==> config.mk <==
export PLATFORM = sky130hd
export DESIGN_NAME = cidtr_top
export DESIGN_NICKNAME = d
export VERILOG_FILES = /design/src/rtl/cidtr_pkg.sv /design/src/rtl/cidtr_sync.sv /design/src/rtl/cidtr_id_word.sv /design/src/rtl/cidtr_top.sv
export SDC_FILE = /design/constraint.sdc
export NUM_CORES = 1
export LEC_CHECK = 0
export ABC_AREA = 1
export BUFFER_PORTS_ARGS = -buffer_cell sky130_fd_sc_hd__buf_2
export CORE_MARGIN = 3
export CORE_UTILIZATION = 55
export DETAILED_ROUTE_END_ITERATION = 8
export GPL_TIMING_DRIVEN = 0
export PLACE_DENSITY = 0.95
export SYNTH_ARGS = -nofsm -noshare
export SYNTH_HDL_FRONTEND = slang
export SYNTH_HIERARCHICAL = 1
export SYNTH_SLANG_ARGS = --single-unit
==> constraint.sdc <==
create_clock -name CLK -period 2.7 [get_ports CLK]
set_input_delay 0.135 -clock CLK [delete_from_list [all_inputs] [get_ports CLK]]
set_output_delay 0.135 -clock CLK [all_outputs]
set_load 0.01 [all_outputs]
==> src/rtl/cidtr_pkg.sv <==
// Constants and code checks for the chip identification and TAP reset control block.
// Behaviour
// - Fields: ext 31, type 30..28, architecture_code 27..20, sram 19..16, mem2/mem1 15..8, proc 7..5, version 4..0.
// - Second program memory size uses the 4-bit size code table; other codes reserved.
// - SRAM size uses its own 4-bit code table; the remaining codes are reserved.
// - Memory type is a 3-bit code: ROM, ROMless/flash, SRAM-as-ROM, flash, ROM plus flash.
// - For ROM plus flash, first size field is ROM, second is flash.
// - Extension flag is 1 only when an extension register exists.
// - Extension register reads all zeros while the extension flag is 0.
// - With force bit 0 clear, emulator reset passes straight to the TAP reset; here it is synchronised in two stages and registered, three clocks late.
// - With force bit 0 set, TAP reset is held low regardless of emulator reset.
package cidtr_pkg;

	////////////////////////////////////////////////////////////////////////////////
	// Register map, byte addresses on the bus.
	localparam int unsigned CIDTR_ADDR_W = 8;
	localparam logic [7:0] CIDTR_OFF_CID = 8'h00;
	localparam logic [7:0] CIDTR_OFF_XTN = 8'h04;
	localparam logic [7:0] CIDTR_OFF_OVR = 8'h08;

	////////////////////////////////////////////////////////////////////////////////
	// Field positions of the identification word, and of the force bit in the override register.
	localparam int unsigned CIDTR_EXT_POS = 31;
	localparam int unsigned CIDTR_TYPE_LSB = 28;
	localparam int unsigned CIDTR_ARCHITECTURE_CODE_LSB = 20;
	localparam int unsigned CIDTR_SRAM_LSB = 16;
	localparam int unsigned CIDTR_MEM2_LSB = 12;
	localparam int unsigned CIDTR_MEM1_LSB = 8;
	localparam int unsigned CIDTR_PROC_LSB = 5;
	localparam int unsigned CIDTR_VER_LSB = 0;
	localparam int unsigned CIDTR_FORCE_POS = 0;

	////////////////////////////////////////////////////////////////////////////////
	// Reset values.
	localparam logic CIDTR_FORCE_RST = 1'h0;
	localparam logic [31:0] CIDTR_DATA_RST = 32'h0000_0000;
	localparam logic CIDTR_TAP_RST = 1'h0;

	////////////////////////////////////////////////////////////////////////////////
	// Program memory type codes.
	localparam logic [2:0] CIDTR_TYPE_ROM = 3'h0;
	localparam logic [2:0] CIDTR_TYPE_ROMLESS = 3'h1;
	localparam logic [2:0] CIDTR_TYPE_EFLASH = 3'h2;
	localparam logic [2:0] CIDTR_TYPE_ROM_EFLASH = 3'h3;
	localparam logic [2:0] CIDTR_TYPE_SRAM_EMU = 3'h4;

	////////////////////////////////////////////////////////////////////////////////
	// Program memory size codes, shared by both size fields.
	localparam logic [3:0] CIDTR_MSZ_NONE = 4'h0;
	localparam logic [3:0] CIDTR_MSZ_8K = 4'h1;
	localparam logic [3:0] CIDTR_MSZ_16K = 4'h2;
	localparam logic [3:0] CIDTR_MSZ_32K = 4'h3;
	localparam logic [3:0] CIDTR_MSZ_64K = 4'h5;
	localparam logic [3:0] CIDTR_MSZ_128K = 4'h7;
	localparam logic [3:0] CIDTR_MSZ_256K = 4'h9;
	localparam logic [3:0] CIDTR_MSZ_512K = 4'hA;
	localparam logic [3:0] CIDTR_MSZ_1024K = 4'hC;
	localparam logic [3:0] CIDTR_MSZ_2048K = 4'hE;

	////////////////////////////////////////////////////////////////////////////////
	// SRAM size codes.
	localparam logic [3:0] CIDTR_SSZ_1K = 4'h1;
	localparam logic [3:0] CIDTR_SSZ_2K = 4'h2;
	localparam logic [3:0] CIDTR_SSZ_4K = 4'h5;
	localparam logic [3:0] CIDTR_SSZ_160K = 4'h7;
	localparam logic [3:0] CIDTR_SSZ_8K = 4'h8;
	localparam logic [3:0] CIDTR_SSZ_16K = 4'h9;
	localparam logic [3:0] CIDTR_SSZ_32K = 4'hA;
	localparam logic [3:0] CIDTR_SSZ_64K = 4'hB;
	localparam logic [3:0] CIDTR_SSZ_128K = 4'hC;
	localparam logic [3:0] CIDTR_SSZ_256K = 4'hD;
	localparam logic [3:0] CIDTR_SSZ_96K = 4'hE;
	localparam logic [3:0] CIDTR_SSZ_512K = 4'hF;

	////////////////////////////////////////////////////////////////////////////////
	// Code checks used at elaboration and by assertions.
	function automatic logic cidtr_msz_ok(input logic [3:0] c);
		case (c)
			CIDTR_MSZ_NONE, CIDTR_MSZ_8K, CIDTR_MSZ_16K, CIDTR_MSZ_32K, CIDTR_MSZ_64K,
			CIDTR_MSZ_128K, CIDTR_MSZ_256K, CIDTR_MSZ_512K, CIDTR_MSZ_1024K, CIDTR_MSZ_2048K: return 1'b1;
			default: return 1'b0;
		endcase
	endfunction : cidtr_msz_ok

	function automatic logic cidtr_ssz_ok(input logic [3:0] c);
		case (c)
			CIDTR_SSZ_1K, CIDTR_SSZ_2K, CIDTR_SSZ_4K, CIDTR_SSZ_160K, CIDTR_SSZ_8K, CIDTR_SSZ_16K,
			CIDTR_SSZ_32K, CIDTR_SSZ_64K, CIDTR_SSZ_128K, CIDTR_SSZ_256K, CIDTR_SSZ_96K, CIDTR_SSZ_512K: return 1'b1;
			default: return 1'b0;
		endcase
	endfunction : cidtr_ssz_ok

	function automatic logic cidtr_type_ok(input logic [2:0] c);
		case (c)
			CIDTR_TYPE_ROM, CIDTR_TYPE_ROMLESS, CIDTR_TYPE_EFLASH, CIDTR_TYPE_ROM_EFLASH,
			CIDTR_TYPE_SRAM_EMU: return 1'b1;
			default: return 1'b0;
		endcase
	endfunction : cidtr_type_ok

endpackage : cidtr_pkg

==> src/rtl/cidtr_sync.sv <==
// Two-stage synchroniser for a level arriving from a pin.
`timescale 1ns/1ps
module cidtr_sync #(
	parameter logic RST_VAL = 1'b0
) (
	// Clock and reset
	input wire logic clk,
	input wire logic rst_n,
	// Level in and out
	input wire logic d,
	output logic q
);
	logic meta_q;

	// The first stage feeds only the second one.
	always_ff @(posedge clk) begin
		if (!rst_n) begin
			meta_q <= RST_VAL;
			q <= RST_VAL;
		end else begin
			meta_q <= d;
			q <= meta_q;
		end
	end
endmodule : cidtr_sync

==> src/rtl/cidtr_id_word.sv <==
// Assembles the constant identification and extension words from the strapped codes.
`timescale 1ns/1ps
module cidtr_id_word #(
	parameter logic EXTENSION_FLAG = 1'b0,
	parameter logic [2:0] MEM_TYPE = cidtr_pkg::CIDTR_TYPE_EFLASH,
	parameter logic [7:0] ARCHITECTURE_CODE = 8'hA5,
	parameter logic [3:0] SRAM_SIZE = cidtr_pkg::CIDTR_SSZ_8K,
	parameter logic [3:0] MEM2_SIZE = cidtr_pkg::CIDTR_MSZ_NONE,
	parameter logic [3:0] MEM1_SIZE = cidtr_pkg::CIDTR_MSZ_32K,
	parameter logic [2:0] PROC = 3'h0,
	parameter logic [4:0] VERSION = 5'h00,
	parameter logic [31:0] EXT_VALUE = 32'h0000_0000
) (
	// Words
	output logic [31:0] cid_word,
	output logic [31:0] xtn_word
);
	// A reserved code would make software misread the part, so refuse it at build time.
	if (!cidtr_pkg::cidtr_type_ok(MEM_TYPE)) begin : g_bad_type
		$error("memory type code is reserved");
	end
	if (!cidtr_pkg::cidtr_ssz_ok(SRAM_SIZE)) begin : g_bad_sram
		$error("SRAM size code is reserved");
	end
	if (!cidtr_pkg::cidtr_msz_ok(MEM1_SIZE) || !cidtr_pkg::cidtr_msz_ok(MEM2_SIZE)) begin : g_bad_msz
		$error("program memory size code is reserved");
	end

	always_comb begin
		cid_word = 32'h0000_0000;
		cid_word[cidtr_pkg::CIDTR_EXT_POS] = EXTENSION_FLAG;
		cid_word[cidtr_pkg::CIDTR_TYPE_LSB +: 3] = MEM_TYPE;
		cid_word[cidtr_pkg::CIDTR_ARCHITECTURE_CODE_LSB +: 8] = ARCHITECTURE_CODE;
		cid_word[cidtr_pkg::CIDTR_SRAM_LSB +: 4] = SRAM_SIZE;
		// With ROM plus flash, the first field carries ROM and the second flash.
		cid_word[cidtr_pkg::CIDTR_MEM2_LSB +: 4] = MEM2_SIZE;
		cid_word[cidtr_pkg::CIDTR_MEM1_LSB +: 4] = MEM1_SIZE;
		cid_word[cidtr_pkg::CIDTR_PROC_LSB +: 3] = PROC;
		cid_word[cidtr_pkg::CIDTR_VER_LSB +: 5] = VERSION;
	end

	assign xtn_word = EXTENSION_FLAG ? EXT_VALUE : 32'h0000_0000;
endmodule : cidtr_id_word

==> src/rtl/cidtr_top.sv <==
// Wishbone register bank with chip identification and the TAP reset override.
//
// The implementer's own choices: the Wishbone slave port and the placing of the registers.
`timescale 1ns/1ps
module cidtr_top #(
	parameter logic EXTENSION_FLAG = 1'b0,
	parameter logic [2:0] MEM_TYPE = cidtr_pkg::CIDTR_TYPE_EFLASH,
	// Architecture value is arbitrary.
	parameter logic [7:0] ARCHITECTURE_CODE = 8'hA5,
	parameter logic [3:0] SRAM_SIZE = cidtr_pkg::CIDTR_SSZ_8K,
	parameter logic [3:0] MEM2_SIZE = cidtr_pkg::CIDTR_MSZ_NONE,
	parameter logic [3:0] MEM1_SIZE = cidtr_pkg::CIDTR_MSZ_32K,
	// Processor and version values are arbitrary.
	parameter logic [2:0] PROC = 3'h0,
	parameter logic [4:0] VERSION = 5'h00,
	parameter logic [31:0] EXT_VALUE = 32'h0000_0000
) (
	// Clock and reset
	input wire logic CLK,
	input wire logic RST_N,
	// Wishbone slave
	input wire logic [cidtr_pkg::CIDTR_ADDR_W-1:0] ADR_I,
	input wire logic [31:0] DAT_I,
	input wire logic WE_I,
	input wire logic [3:0] SEL_I,
	input wire logic CYC_I,
	input wire logic STB_I,
	output logic [31:0] DAT_O,
	output logic ACK_O,
	output logic ERR_O,
	// Debug reset path
	input wire logic ICE_RESET_N,
	output logic TAP_RESET_N
);

	////////////////////////////////////////////////////////////////////////////////
	// Identification words.
	logic [31:0] cid_word;
	logic [31:0] xtn_word;

	cidtr_id_word #(
		.EXTENSION_FLAG(EXTENSION_FLAG),
		.MEM_TYPE(MEM_TYPE),
		.ARCHITECTURE_CODE(ARCHITECTURE_CODE),
		.SRAM_SIZE(SRAM_SIZE),
		.MEM2_SIZE(MEM2_SIZE),
		.MEM1_SIZE(MEM1_SIZE),
		.PROC(PROC),
		.VERSION(VERSION),
		.EXT_VALUE(EXT_VALUE)
	) u_id (
		.cid_word(cid_word),
		.xtn_word(xtn_word)
	);

	////////////////////////////////////////////////////////////////////////////////
	// Bus decode.
	logic ack_q;
	logic err_q;
	logic [31:0] dat_q;
	logic force_q;
	logic req;
	logic hit_cid;
	logic hit_xtn;
	logic hit_ovr;
	logic mapped;
	logic wr_ovr;

	// A request is taken once; the cycle that answers it blocks a second take.
	assign req = CYC_I & STB_I & ~ack_q & ~err_q;
	assign hit_cid = (ADR_I == cidtr_pkg::CIDTR_OFF_CID);
	assign hit_xtn = (ADR_I == cidtr_pkg::CIDTR_OFF_XTN);
	assign hit_ovr = (ADR_I == cidtr_pkg::CIDTR_OFF_OVR);
	assign mapped = hit_cid | hit_xtn | hit_ovr;
	assign wr_ovr = req & WE_I & hit_ovr & SEL_I[0];

	always_ff @(posedge CLK) begin
		if (!RST_N) begin
			ack_q <= 1'b0;
			err_q <= 1'b0;
		end else begin
			ack_q <= req & mapped;
			err_q <= req & ~mapped;
		end
	end

	// Read data is registered; writes to the identification words fall through harmlessly.
	always_ff @(posedge CLK) begin
		if (!RST_N) begin
			dat_q <= cidtr_pkg::CIDTR_DATA_RST;
		end else if (req & ~WE_I & mapped) begin
			if (hit_cid) begin
				dat_q <= cid_word;
			end else if (hit_xtn) begin
				dat_q <= xtn_word;
			end else begin
				dat_q <= {31'h0000_0000, force_q};
			end
		end else begin
			dat_q <= cidtr_pkg::CIDTR_DATA_RST;
		end
	end

	////////////////////////////////////////////////////////////////////////////////
	// Override register.
	always_ff @(posedge CLK) begin
		if (!RST_N) begin
			force_q <= cidtr_pkg::CIDTR_FORCE_RST;
		end else if (wr_ovr) begin
			force_q <= DAT_I[cidtr_pkg::CIDTR_FORCE_POS];
		end
	end

	////////////////////////////////////////////////////////////////////////////////
	// TAP reset path.
	logic ice_sync;
	logic tap_q;

	cidtr_sync #(
		.RST_VAL(1'b0)
	) u_ice_sync (
		.clk(CLK),
		.rst_n(RST_N),
		.d(ICE_RESET_N),
		.q(ice_sync)
	);

	// Held asserted through system reset so the debug logic never starts half-reset.
	always_ff @(posedge CLK) begin
		if (!RST_N) begin
			tap_q <= cidtr_pkg::CIDTR_TAP_RST;
		end else if (force_q) begin
			tap_q <= 1'b0;
		end else begin
			tap_q <= ice_sync;
		end
	end

	assign DAT_O = dat_q;
	assign ACK_O = ack_q;
	assign ERR_O = err_q;
	assign TAP_RESET_N = tap_q;

	// A saturating count of forced cycles checks a long hold without a long repetition.
	logic [3:0] forced_cnt_q;

	always_ff @(posedge CLK) begin
		if (!RST_N) begin
			forced_cnt_q <= 4'h0;
		end else if (!force_q) begin
			forced_cnt_q <= 4'h0;
		end else if (forced_cnt_q != 4'hF) begin
			forced_cnt_q <= forced_cnt_q + 4'h1;
		end
	end
endmodule : cidtr_top

Word level (Yosys, flattened, before mapping)
Index checks and enable logic that the tools add are counted.
Operators by class
  $lt $le $gt $ge: 0
  multiplexer cells: 2
  $add $sub $neg: 0
  divide/modulo/power cells: 0
  equality and inequality tests: 2
  shift operators: 0
  bitwise logic cells: 18
  reductions and logical operators: 5
  multiply operators: 0
Operators by type and width (count)
  30-bit two-way mux: 1
  1-bit bitwise AND: 10
  8-bit by 3-bit == test with 1-bit output (second input constant): 1
  8-bit by 4-bit == test with 1-bit output (second input constant): 1
  8-bit logical NOT: 1
  1-bit NOT: 6
  4-bit OR reduction: 1
  3-bit OR reduction: 1
  1-bit OR: 2
  2-bit AND reduction: 1
  2-bit OR reduction: 1
  1-bit two-way mux: 1
Word-level totals
  flip-flop bits (word level): 38
  bits in latches: 0
  word-level logic and storage cells: 36
  ROM bits: 0
  memories: 0
  output and inout port bits: 35
  bits in writable memories: 0

Depth between registers and ports, before layout
Gate-level depths: netlist of the first run.
  depth in word-level cells: 7
  gate-level depth with buffers: 9

Modules after synthesis
Netlist of the first run, hierarchy kept.
Modules (own cells, without submodules)
  cidtr_top: cells each 255, times used 1, area each 1717.9 µm²
  cidtr_id_word: cells each 66, times used 1, area each 488.0 µm²
  cidtr_sync: cells each 6, times used 1, area each 55.1 µm²

Worst setup path after synthesis of the first run
Ideal clock, no wire load.
  kind: reg2reg
  start point: register ack_q, in the netlist ACK_O
  end point: register dat_q[8], in the netlist DAT_O[8]
  path slack: 1.575 ns
  data arrival time: 1.063 ns
  buffers on the path: 1
  stages on the path, launching flop included: 7
  required time: 2.638 ns
  period minus slack after synthesis: 1.125 ns
  cell sequence: dfxtp_1 nor2_1 nand3_1 nor2_1 nand3_4 buf_6 nor2_2
On the way
  cells in the longest elaborated chain, start to end: 6
Ends and longest elaborated chain
  from (decl): line cidtr_top.sv:58  | logic ack_q;
  from (signal assigned): line cidtr_top.sv:82  | ack_q <= req & mapped;
  1-bit NOT: line cidtr_top.sv:70  | assign req = CYC_I & STB_I & ~ack_q & ~err_q;
  1-bit bitwise AND (2 in a row): line cidtr_top.sv:70
  1-bit bitwise AND (2 in a row): line cidtr_top.sv:91  | end else if (req & ~WE_I & mapped) begin
  2-bit AND reduction (no line)
  to (signal assigned): line cidtr_top.sv:90  | dat_q <= cidtr_pkg::CIDTR_DATA_RST;
  to (signal assigned): line cidtr_top.sv:93  | dat_q <= cid_word;
  to (signal assigned): line cidtr_top.sv:95  | dat_q <= xtn_word;
  to (decl): line cidtr_top.sv:60  | logic [31:0] dat_q;
Every way passes these cells.
A chain may end at the register's enable or synchronous reset.

Worst setup path in the final report of the first run
  start point: register ack_q, in the netlist ACK_O
  end point: register dat_q[27], in the netlist DAT_O[27]
Same word-level chain as after synthesis.

==> out/results.ini, run 1 <==
[logic_synthesis]
synthAdderAreaFrac = 0
synth_seq_cells = 38
synth-simple-area-share = 0.297
ys_async_sr_fraction = 0
synthMuxAreaShare = 0
ys.flop_type = dfxtp_1
synthTopCellsByArea = dfxtp_1 34%, buf_4 22%, nand2_1 12%, inv_1 7.5%, nor2_1 5.3%
ys_types = 21
synth_top_area_frac = 0.336
synthCells = 327
synth-compound-area-share = 0.0354
yosysSeqAreaShare = 0.336
synth_top_family_by_area = buffers and inverters
synth-edff-count = 0
synth-xor-area-share = 0
syn_area_sq_mm = 0.00226
avgSynthCellArea_sq_um = 6.91
yosysWarnings = 6
yosysTopAreaCell = dfxtp_1

[drt]
vias_per_cell = 3.96
drc_errors = 0
first_pass_iters = 4
ant_nets = 0
avgRoutedWirePerCell_um = 8.16
finalWirelength_um = 4030
vias = 1958
dr.first_iter.drc_count = 104

[critical_path]
crit_cells = 6
crit_type = reg2reg
cpPeakStageDelay_ns = 0.31
arrival_ns = 1.44
r2r_cells = 6
path_buf_inv = 1
path_delay_family = simple AND/OR/NAND/NOR gates
cp-end-kind = flop
cp-start-kind = flop
crit_required_ns = 2.92
crit_slowest_cell = dfxtp_1
crit_fanout = 10
crit_chain = nor2_1, nand3_1, nor2_1, nand3_4, buf_6, nor2_1
cp_common_cell = nor2_1

[floorplan]
start_util = 0.595
die_h_um = 70.1
die_x_um = 70.1
pin_count = 85
dieArea_sq_mm = 0.00492
rows = 22
coreArea_sq_mm = 0.00380

[clock_network]
clk_pin_slew_ns = 0.07
cts_sinks = 38
post_cts_buffers = 0
cts_tree = yes
clk_latency_ns = 0.28
root_buffer = clkbuf_8
cts_resized = 0
htree_levels = 2
numCtsBuffers = 5
holdBufCountCts = 0
clockBufferDepth = 2

[finish]
syn2layout_area_growth_pct = 27.4
drive_above_1_share = 0.339
nFillCells = 297
antenna_cells = 0
final_nets = 496

[grt]
antenna_found_initial = 0
grtUsageTotal = 0.177
grt_start_max_net_pins = 11
overflow = 0
grt_pass1_vias = 1832
grt_pass1_wl_um = 7100

[timing]
rsz0062_at_grt = no
slew_viol_final = 0
tns_ns = 0
period_share = 0.453
hold_slack_ns = 0.0282
setup_viol = 0
finalHoldViolCount = 0
post-route-min-period_ns = 1.22
finClkSkew_ns = 0.00331
fmax_mhz = 817

[placed_design]
routabilityCongestion = 0.729
dp.final_hpwl_um = 2970
portBuffers = 50

[run]
cap_violations = 0

[power_and_ir_drop]
vdd_drop_max_uv = 210
p_total_mw = 1.05
leakage_nw = 1.62
powerDensity_mw_per_mm2 = 363

[hold_path]
whs_path_depth = 3
worstHoldPathType = in2reg

[run_status]
status = finished clean

cells in the final DEF (no fill, tap or decap), types with 5 or more instances in the layout:
cell | netlist | layout
clkbuf_8 | 0 | 5
conb_1 | 2 | 64
o21ai_0 | 12 | 12
nand2_1 | 75 | 75
dfxtp_1 | 38 | 38
nand3_1 | 22 | 22
nor2_2 | 11 | 11
buf_4 | 67 | 67
buf_2 | 4 | 54
inv_1 | 45 | 45
nor2_1 | 32 | 32
power breakdown:
part	internal [mW]	leakage [nW]	total [mW]	switching, mW
Clock	0.177	0.0383	0.352	0.174
Combinational	0.0770	1.27	0.131	0.0538
Sequential	0.563	0.307	0.564	0.000669
Total	0.817	1.62	1.05	0.229
worst min-delay path: stages:
cell     delay (ns)
buf_2          0.07
nand2_1        0.04
inv_1          0.04
through the flow:
| step | util | instances | worst slack, ns | cell area, sq um |
|---|---|---|---|---|
| 2_1_floorplan | - | 389 | 1.57 | 2490 |
| 4_1_cts | 0.758 | 494 | 1.46 | 2880 |
| 3_5_place_dp | 0.738 | 487 | 1.37 | 2800 |
| 5_1_grt | 0.758 | 494 | 1.33 | 2880 |
| 3_3_place_gp | 0.738 | 487 | 1.40 | 2800 |
| 6_report | 0.758 | 494 | 1.48 | 2880 |
synth_stat cells, types with 2 or more instances:
cell type	count
o21ai_0	12
nand3_1	22
nor2_1	32
o21ai_1	3
nand2_2	3
nor2_4	2
nand2_1	75
buf_4	67
dfxtp_1	38
nor2_2	11
buf_6	4
buf_2	4
conb_1	2
inv_1	45
routing by layer:
layer / routed length (um) / vias up / track usage
met1: 1640 / 831 / 0.172
met4: 88 / 0 / 0.0766
met3: 220 / 10 / 0.0475
met2: 2080 / 44 / 0.343
met5: 0 / - / 0
li1: - / 1073 / -
path summary, 6_finish.rpt:
kind | startpoint | end | slack [ns]
worst max-delay path | ACK_O | DAT_O[27] | 1.48
worst min-delay path | ICE_RESET_N | u_ice_sync/meta_q | 0.03
worst max register to register | ACK_O | DAT_O[27] | 1.48
worst min register to register | u_ice_sync/meta_q | u_ice_sync/q | 0.41
logic make-up after synthesis:
group | after synthesis
AOI/OAI and AO/OA | 16
and+or+nand+nor | 150
DFF | 38
other | 2
buffers and inverters | 121
layout make-up:
cell class                      count  area, sq um  share of cell area
Multi-Input combinational cell    230          992               0.344
Buffer                             75          568               0.197
Inverter                           46          173              0.0599
Timing Repair Buffer               50          250              0.0869
Clock buffer                        7         76.3              0.0265
Sequential cell                    38          761               0.264
Tap cell                           48         60.1              0.0209
registers in the layout, indices dropped and copies added (netlist names):
signal,flops
u_ice_sync/q,1
ACK_O,1
TAP_RESET_N,1
force_q,1
ERR_O,1
DAT_O,32
u_ice_sync/meta_q,1
Note: power is estimated with default switching activity, not from simulation.
==> run 2: changes to the inputs <==
--- a/config.mk
+++ b/config.mk
@@ -8,10 +8,10 @@
 export ABC_AREA = 1
 export BUFFER_PORTS_ARGS = -buffer_cell sky130_fd_sc_hd__buf_2
 export CORE_MARGIN = 3
-export CORE_UTILIZATION = 55
+export CORE_UTILIZATION = 51
 export DETAILED_ROUTE_END_ITERATION = 8
 export GPL_TIMING_DRIVEN = 0
-export PLACE_DENSITY = 0.95
+export PLACE_DENSITY = 0.9
 export SYNTH_ARGS = -nofsm -noshare
 export SYNTH_HDL_FRONTEND = slang
 export SYNTH_HIERARCHICAL = 1
==> constraint.sdc (replaced) <==
create_clock -name CLK -period 1.15 [get_ports CLK]
set_input_delay 0.0575 -clock CLK [delete_from_list [all_inputs] [get_ports CLK]]
set_output_delay 0.0575 -clock CLK [all_outputs]
set_load 0.01 [all_outputs]
==> out/results.ini, run 2 (synthesized netlist as in run 1, its figures left out) <==
[floorplan]
coreArea_sq_mm = 0.00414  ; +9.1%
dieArea_sq_mm = 0.00527  ; +7.2%
die_x_um = 72.6  ; +3.5%
start_util = 0.546  ; -0.0496
rows = 23  ; +4.5%
die_h_um = 72.6  ; +3.5%
pin_count = 85  ; unchanged

[grt]
grt_start_max_net_pins = 11  ; unchanged
overflow = 0  ; unchanged
grtUsageTotal = 0.183  ; +0.00620
antenna_found_initial = 0  ; unchanged
grt_pass1_vias = 1945  ; +6.2%
grt_pass1_wl_um = 7610  ; +7.2%

[power_and_ir_drop]
seq_power_share = 0.523  ; -0.016
switching_power_mw = 0.561  ; +150%
sw_frac_of_total = 0.222  ; +0.00288
p_comb_frac = 0.127  ; +0.002
vdd_drop_max_uv = 407  ; +93%
power_frac_clock = 0.350  ; +0.014
leakage_nw = 1.68  ; +4.0%
powerDensity_mw_per_mm2 = 833  ; +130%
intPower_mw = 1.97  ; +140%

[clock_network]
cts_sinks = 38  ; unchanged
root_buffer = clkbuf_8
cts_tree = yes
htree_levels = 2  ; unchanged
clk_pin_slew_ns = 0.07  ; about the same
clockBufferDepth = 2  ; unchanged
clk_latency_ns = 0.29  ; about the same
numCtsBuffers = 5  ; unchanged

[finish]
design_area_sq_mm = 0.00304  ; +5.4%
syn2layout_area_growth_pct = 34.3
layout_commonest_cell = buf_4
antenna_cells = 0  ; unchanged
drive_above_1_share = 0.376  ; +0.0370
largest_reg_flops = 32  ; unchanged
final_core_util = 0.733  ; -0.0254
final_cell_mix = 78 x buf_4, 75 x nand2_1, 64 x conb_1
multi_input_area_sq_mm = 0.00103  ; +4.0%
register_area_sq_um = 762  ; +0.16%
final_nets = 509  ; +2.6%
nFillCells = 325  ; +9.4%

[timing]
period_share = 0.987  ; +0.534
post-route-min-period_ns = 1.14  ; -0.0881 ns
fmax_mhz = 881  ; +7.8%
rsz0062_at_grt = yes
finalHoldViolCount = 0  ; unchanged
slew_viol_final = 0  ; unchanged
finClkSkew_ns = 0.00673  ; +0.00342 ns
setup_viol = 0  ; unchanged

[critical_path]
crit_fanout = 6  ; -4
crit_chain = nor2_2, nand3_2, nor2_4, nand3_4, buf_6, nor2_1
arrival_ns = 1.36  ; -0.08 ns
cp-end-kind = flop
crit_required_ns = 1.37  ; -1.55 ns
worst-r2r-setup-slack_ns = 0.01  ; -1.46 ns
cpPeakStageDelay_ns = 0.32  ; about the same
path_buf_inv = 1  ; unchanged
path_delay_family = simple AND/OR/NAND/NOR gates
cp-start-kind = flop
crit_slowest_cell = dfxtp_2
crit_type = reg2reg

[drt]
avgRoutedWirePerCell_um = 8.80  ; +7.9%
drc_errors = 0  ; unchanged
finalWirelength_um = 4470  ; +11%
vias_per_cell = 4.02  ; +1.4%
ant_nets = 0  ; unchanged
dr.first_iter.drc_count = 67  ; -36%
first_pass_iters = 4  ; unchanged
vias = 2042  ; +4.3%

[placed_design]
routabilityCongestion = 0.753  ; +3.3%
portBuffers = 50  ; unchanged
dp.final_hpwl_um = 3070  ; +3.2%
placed_cell_area_sq_mm = 0.00281  ; about the same

[hold_path]
worstHoldPathType = in2reg

[run]
cap_violations = 0  ; unchanged

[run_status]
status = finished clean

==> run 2: changes by cell type in the layout (fill, tap and decap cells not counted), sizes merged <==
cell,change
dlygate4sd3,+1
clkbuf,-1
buf,+12
==> run 2: power groups by stage <==
stage / combinational, mW / sequential (mW) / clock [mW]
after global routing: 0.363 / 1.32 / 0.951
after CTS: 0.300 / 1.32 / 0.898
after detailed placement: 0.292 / 1.35 / 0
final: 0.320 / 1.32 / 0.886
after global placement: 0.288 / 1.35 / 0
after floorplan: 0.247 / 1.35 / 0
==> run 2: per-layer routing <==
layer | global-route usage | up-vias | routed length [um]
met4 | 0.0861 | 0 | 104
met2 | 0.360 | 48 | 2350
li1 | - | 1101 | -
met5 | 0 | - | 0
met3 | 0.0331 | 11 | 196
met1 | 0.181 | 882 | 1820
==> run 2: layout make-up <==
cell class                      count  area share
Buffer                             75       0.190
Clock buffer                        6      0.0272
Inverter                           46      0.0569
Multi-Input combinational cell    230       0.340
Sequential cell                    38       0.251
Tap cell                           50      0.0206
Timing Repair Buffer               63       0.115
==> run 2: repair_timing <==
item | in CTS | in global routing
hold buffers | 1 | 0
pin swaps | 4 | 2
setup endpoints to repair | 8 | 9
resized for setup | 6 | 9
setup buffers | 5 | 6
endpoints found under the hold margin | 1 | 0
cloned | 1 | 0
==> run 2: worst register-to-register path, cell delays in order (launching register included) <==
cell	delay, ns
dfxtp_2	0.32
nor2_2	0.11
nand3_2	0.13
nor2_4	0.14
nand3_4	0.13
buf_6	0.17
nor2_1	0.08
==> run 2: final timing paths <==
check        cells past startpoint               from           endpoint
max                              6              ERR_O          DAT_O[20]
min                              3              RST_N  u_ice_sync/meta_q
max reg2reg                      6              ERR_O          DAT_O[20]
min reg2reg                      2  u_ice_sync/meta_q       u_ice_sync/q
==> run 2: metrics by stage <==
stage          setup WS [ns]  instances  TNS [ns]  power, mW  hold WS [ns]
3_3_place_gp         -0.0663        489    -0.410       1.64         0.242
6_report              0.0145        508         0       2.53        0.0134
2_1_floorplan         0.0248        389         0       1.60         0.151
4_1_cts              0.00464        502         0       2.52       0.00780
3_5_place_dp          -0.103        489    -0.795       1.64         0.248
5_1_grt              -0.0551        508    -0.348       2.64        0.0320
==> run 3: changes to the inputs <==
--- a/config.mk
+++ b/config.mk
@@ -12,6 +12,7 @@
 export DETAILED_ROUTE_END_ITERATION = 8
 export GPL_TIMING_DRIVEN = 0
 export PLACE_DENSITY = 0.9
+export RECOVER_POWER = 25
 export SYNTH_ARGS = -nofsm -noshare
 export SYNTH_HDL_FRONTEND = slang
 export SYNTH_HIERARCHICAL = 1
==> out/results.ini, run 3 (synthesized netlist as in run 1, its figures left out) <==
[clock_network]
numCtsBuffers = 5  ; unchanged
cts_tree = yes
cts_sinks = 38  ; unchanged
clk_pin_slew_ns = 0.07  ; about the same
clockBufferDepth = 2  ; unchanged
root_buffer = clkbuf_8
clk_latency_ns = 0.29  ; about the same
htree_levels = 2  ; unchanged

[drt]
dr.first_iter.drc_count = 69  ; +3.0%
ant_nets = 0  ; unchanged
vias_per_cell = 4.06  ; +0.93%
first_pass_iters = 4  ; unchanged
finalWirelength_um = 4490  ; +0.42%
drc_errors = 0  ; unchanged
vias = 2061  ; +0.93%
avgRoutedWirePerCell_um = 8.84  ; +0.42%

[finish]
drive_above_1_share = 0.360  ; -0.0153
register_area_sq_um = 762  ; unchanged
final_cell_mix = 78 x buf_4, 75 x nand2_1, 64 x conb_1
syn2layout_area_growth_pct = 33.9
largest_reg_flops = 32  ; unchanged
layout_commonest_cell = buf_4
antenna_cells = 0  ; unchanged
nFillCells = 326  ; +0.31%
design_area_sq_mm = 0.00303  ; -0.29%
final_nets = 509  ; unchanged
multi_input_area_sq_mm = 0.00103  ; unchanged

[timing]
hold_slack_ns = 0.0133  ; -0.0000866 ns
period_share = 0.987  ; about the same
finalHoldViolCount = 0  ; unchanged
rsz0062_at_grt = yes
post-route-min-period_ns = 1.14  ; +0.0000818 ns
finClkSkew_ns = 0.00662  ; -0.000103 ns
setup_viol = 0  ; unchanged
fmax_mhz = 881  ; about the same
slew_viol_final = 0  ; unchanged

[power_and_ir_drop]
leakage_nw = 1.65  ; -1.8%
vdd_drop_max_uv = 407  ; about the same
p_total_mw = 2.53  ; about the same
powerDensity_mw_per_mm2 = 836  ; +0.30%

[floorplan]
start_util = 0.546  ; unchanged
rows = 23  ; unchanged
die_h_um = 72.6  ; unchanged
coreArea_sq_mm = 0.00414  ; unchanged
pin_count = 85  ; unchanged
dieArea_sq_mm = 0.00527  ; unchanged
die_x_um = 72.6  ; unchanged

[grt]
antenna_found_initial = 0  ; unchanged
grt_pass1_wl_um = 7610  ; unchanged
grtUsageTotal = 0.183  ; unchanged
grt_start_max_net_pins = 11  ; unchanged
grt_pass1_vias = 1945  ; unchanged
overflow = 0  ; unchanged

[critical_path]
arrival_ns = 1.36  ; about the same
cp-start-kind = flop
crit_type = reg2reg
crit_required_ns = 1.37  ; about the same
cp-end-kind = flop
crit_fanout = 6  ; unchanged

[placed_design]
routabilityCongestion = 0.753  ; unchanged
dp.final_hpwl_um = 3070  ; unchanged
placed_cell_area_sq_mm = 0.00281  ; unchanged
portBuffers = 50  ; unchanged

[run]
cap_violations = 0  ; unchanged

[run_status]
status = finished clean

[hold_path]
worstHoldPathType = in2reg

==> run 3: per-stage QoR <==
stage,setup WS [ns],setup TNS (ns),utilization,cells
2_1_floorplan,0.0248,0,-,389
3_3_place_gp,-0.0663,-0.410,0.677,489
3_5_place_dp,-0.103,-0.795,0.677,489
4_1_cts,0.00464,0,0.715,502
5_1_grt,-0.0551,-0.348,0.731,508
6_report,0.0144,0,0.731,508
==> run 3: critical path: stages, from the launching register on <==
cell,delay (ns)
dfxtp_2,0.32
nor2_2,0.11
nand3_2,0.13
nor2_4,0.14
nand3_4,0.13
buf_6,0.17
nor2_1,0.08
==> run 3: worst paths after layout <==
| path | slack (ns) | from | cells after the start | end |
|---|---|---|---|---|
| setup / recovery | 0.01 | ERR_O | 6 | DAT_O[20] |
| hold / removal | 0.01 | RST_N | 3 | u_ice_sync/meta_q |
| setup reg to reg | 0.01 | ERR_O | 6 | DAT_O[20] |
| hold reg to reg | 0.42 | u_ice_sync/meta_q | 2 | u_ice_sync/q |
==> run 3: layout make-up <==
type	instances	area share
buffer	75	0.190
tap	50	0.0207
multi-input combinational	230	0.341
clock buffer	6	0.0273
inverter	46	0.0570
sequential	38	0.252
timing repair buffer	63	0.112
==> run 3: metal layers <==
| layer | vias to the layer above | global-route usage | share of wire |
|---|---|---|---|
| met5 | - | 0 | 0 |
| met4 | 0 | 0.0861 | 0.024 |
| met3 | 13 | 0.0331 | 0.047 |
| met2 | 55 | 0.360 | 0.52 |
| met1 | 892 | 0.181 | 0.41 |
| li1 | 1101 | - | - |
==> run 3: timing repair <==
action                     CTS  global route
gates resized for setup      6             9
cloned                       1             0
setup endpoints to repair    8             9
pin swaps                    4             2
hold buffers                 1             0
hold endpoints to repair     1             0
buffers inserted             5             6
==> run 3: power by group <==
group          leakage, nW  total (mW)  switching [mW]  internal, mW
registers            0.307        1.32         0.00188          1.32
logic                 1.30       0.321           0.135         0.186
clock network       0.0431       0.886           0.424         0.462
total                 1.65        2.53           0.561          1.97
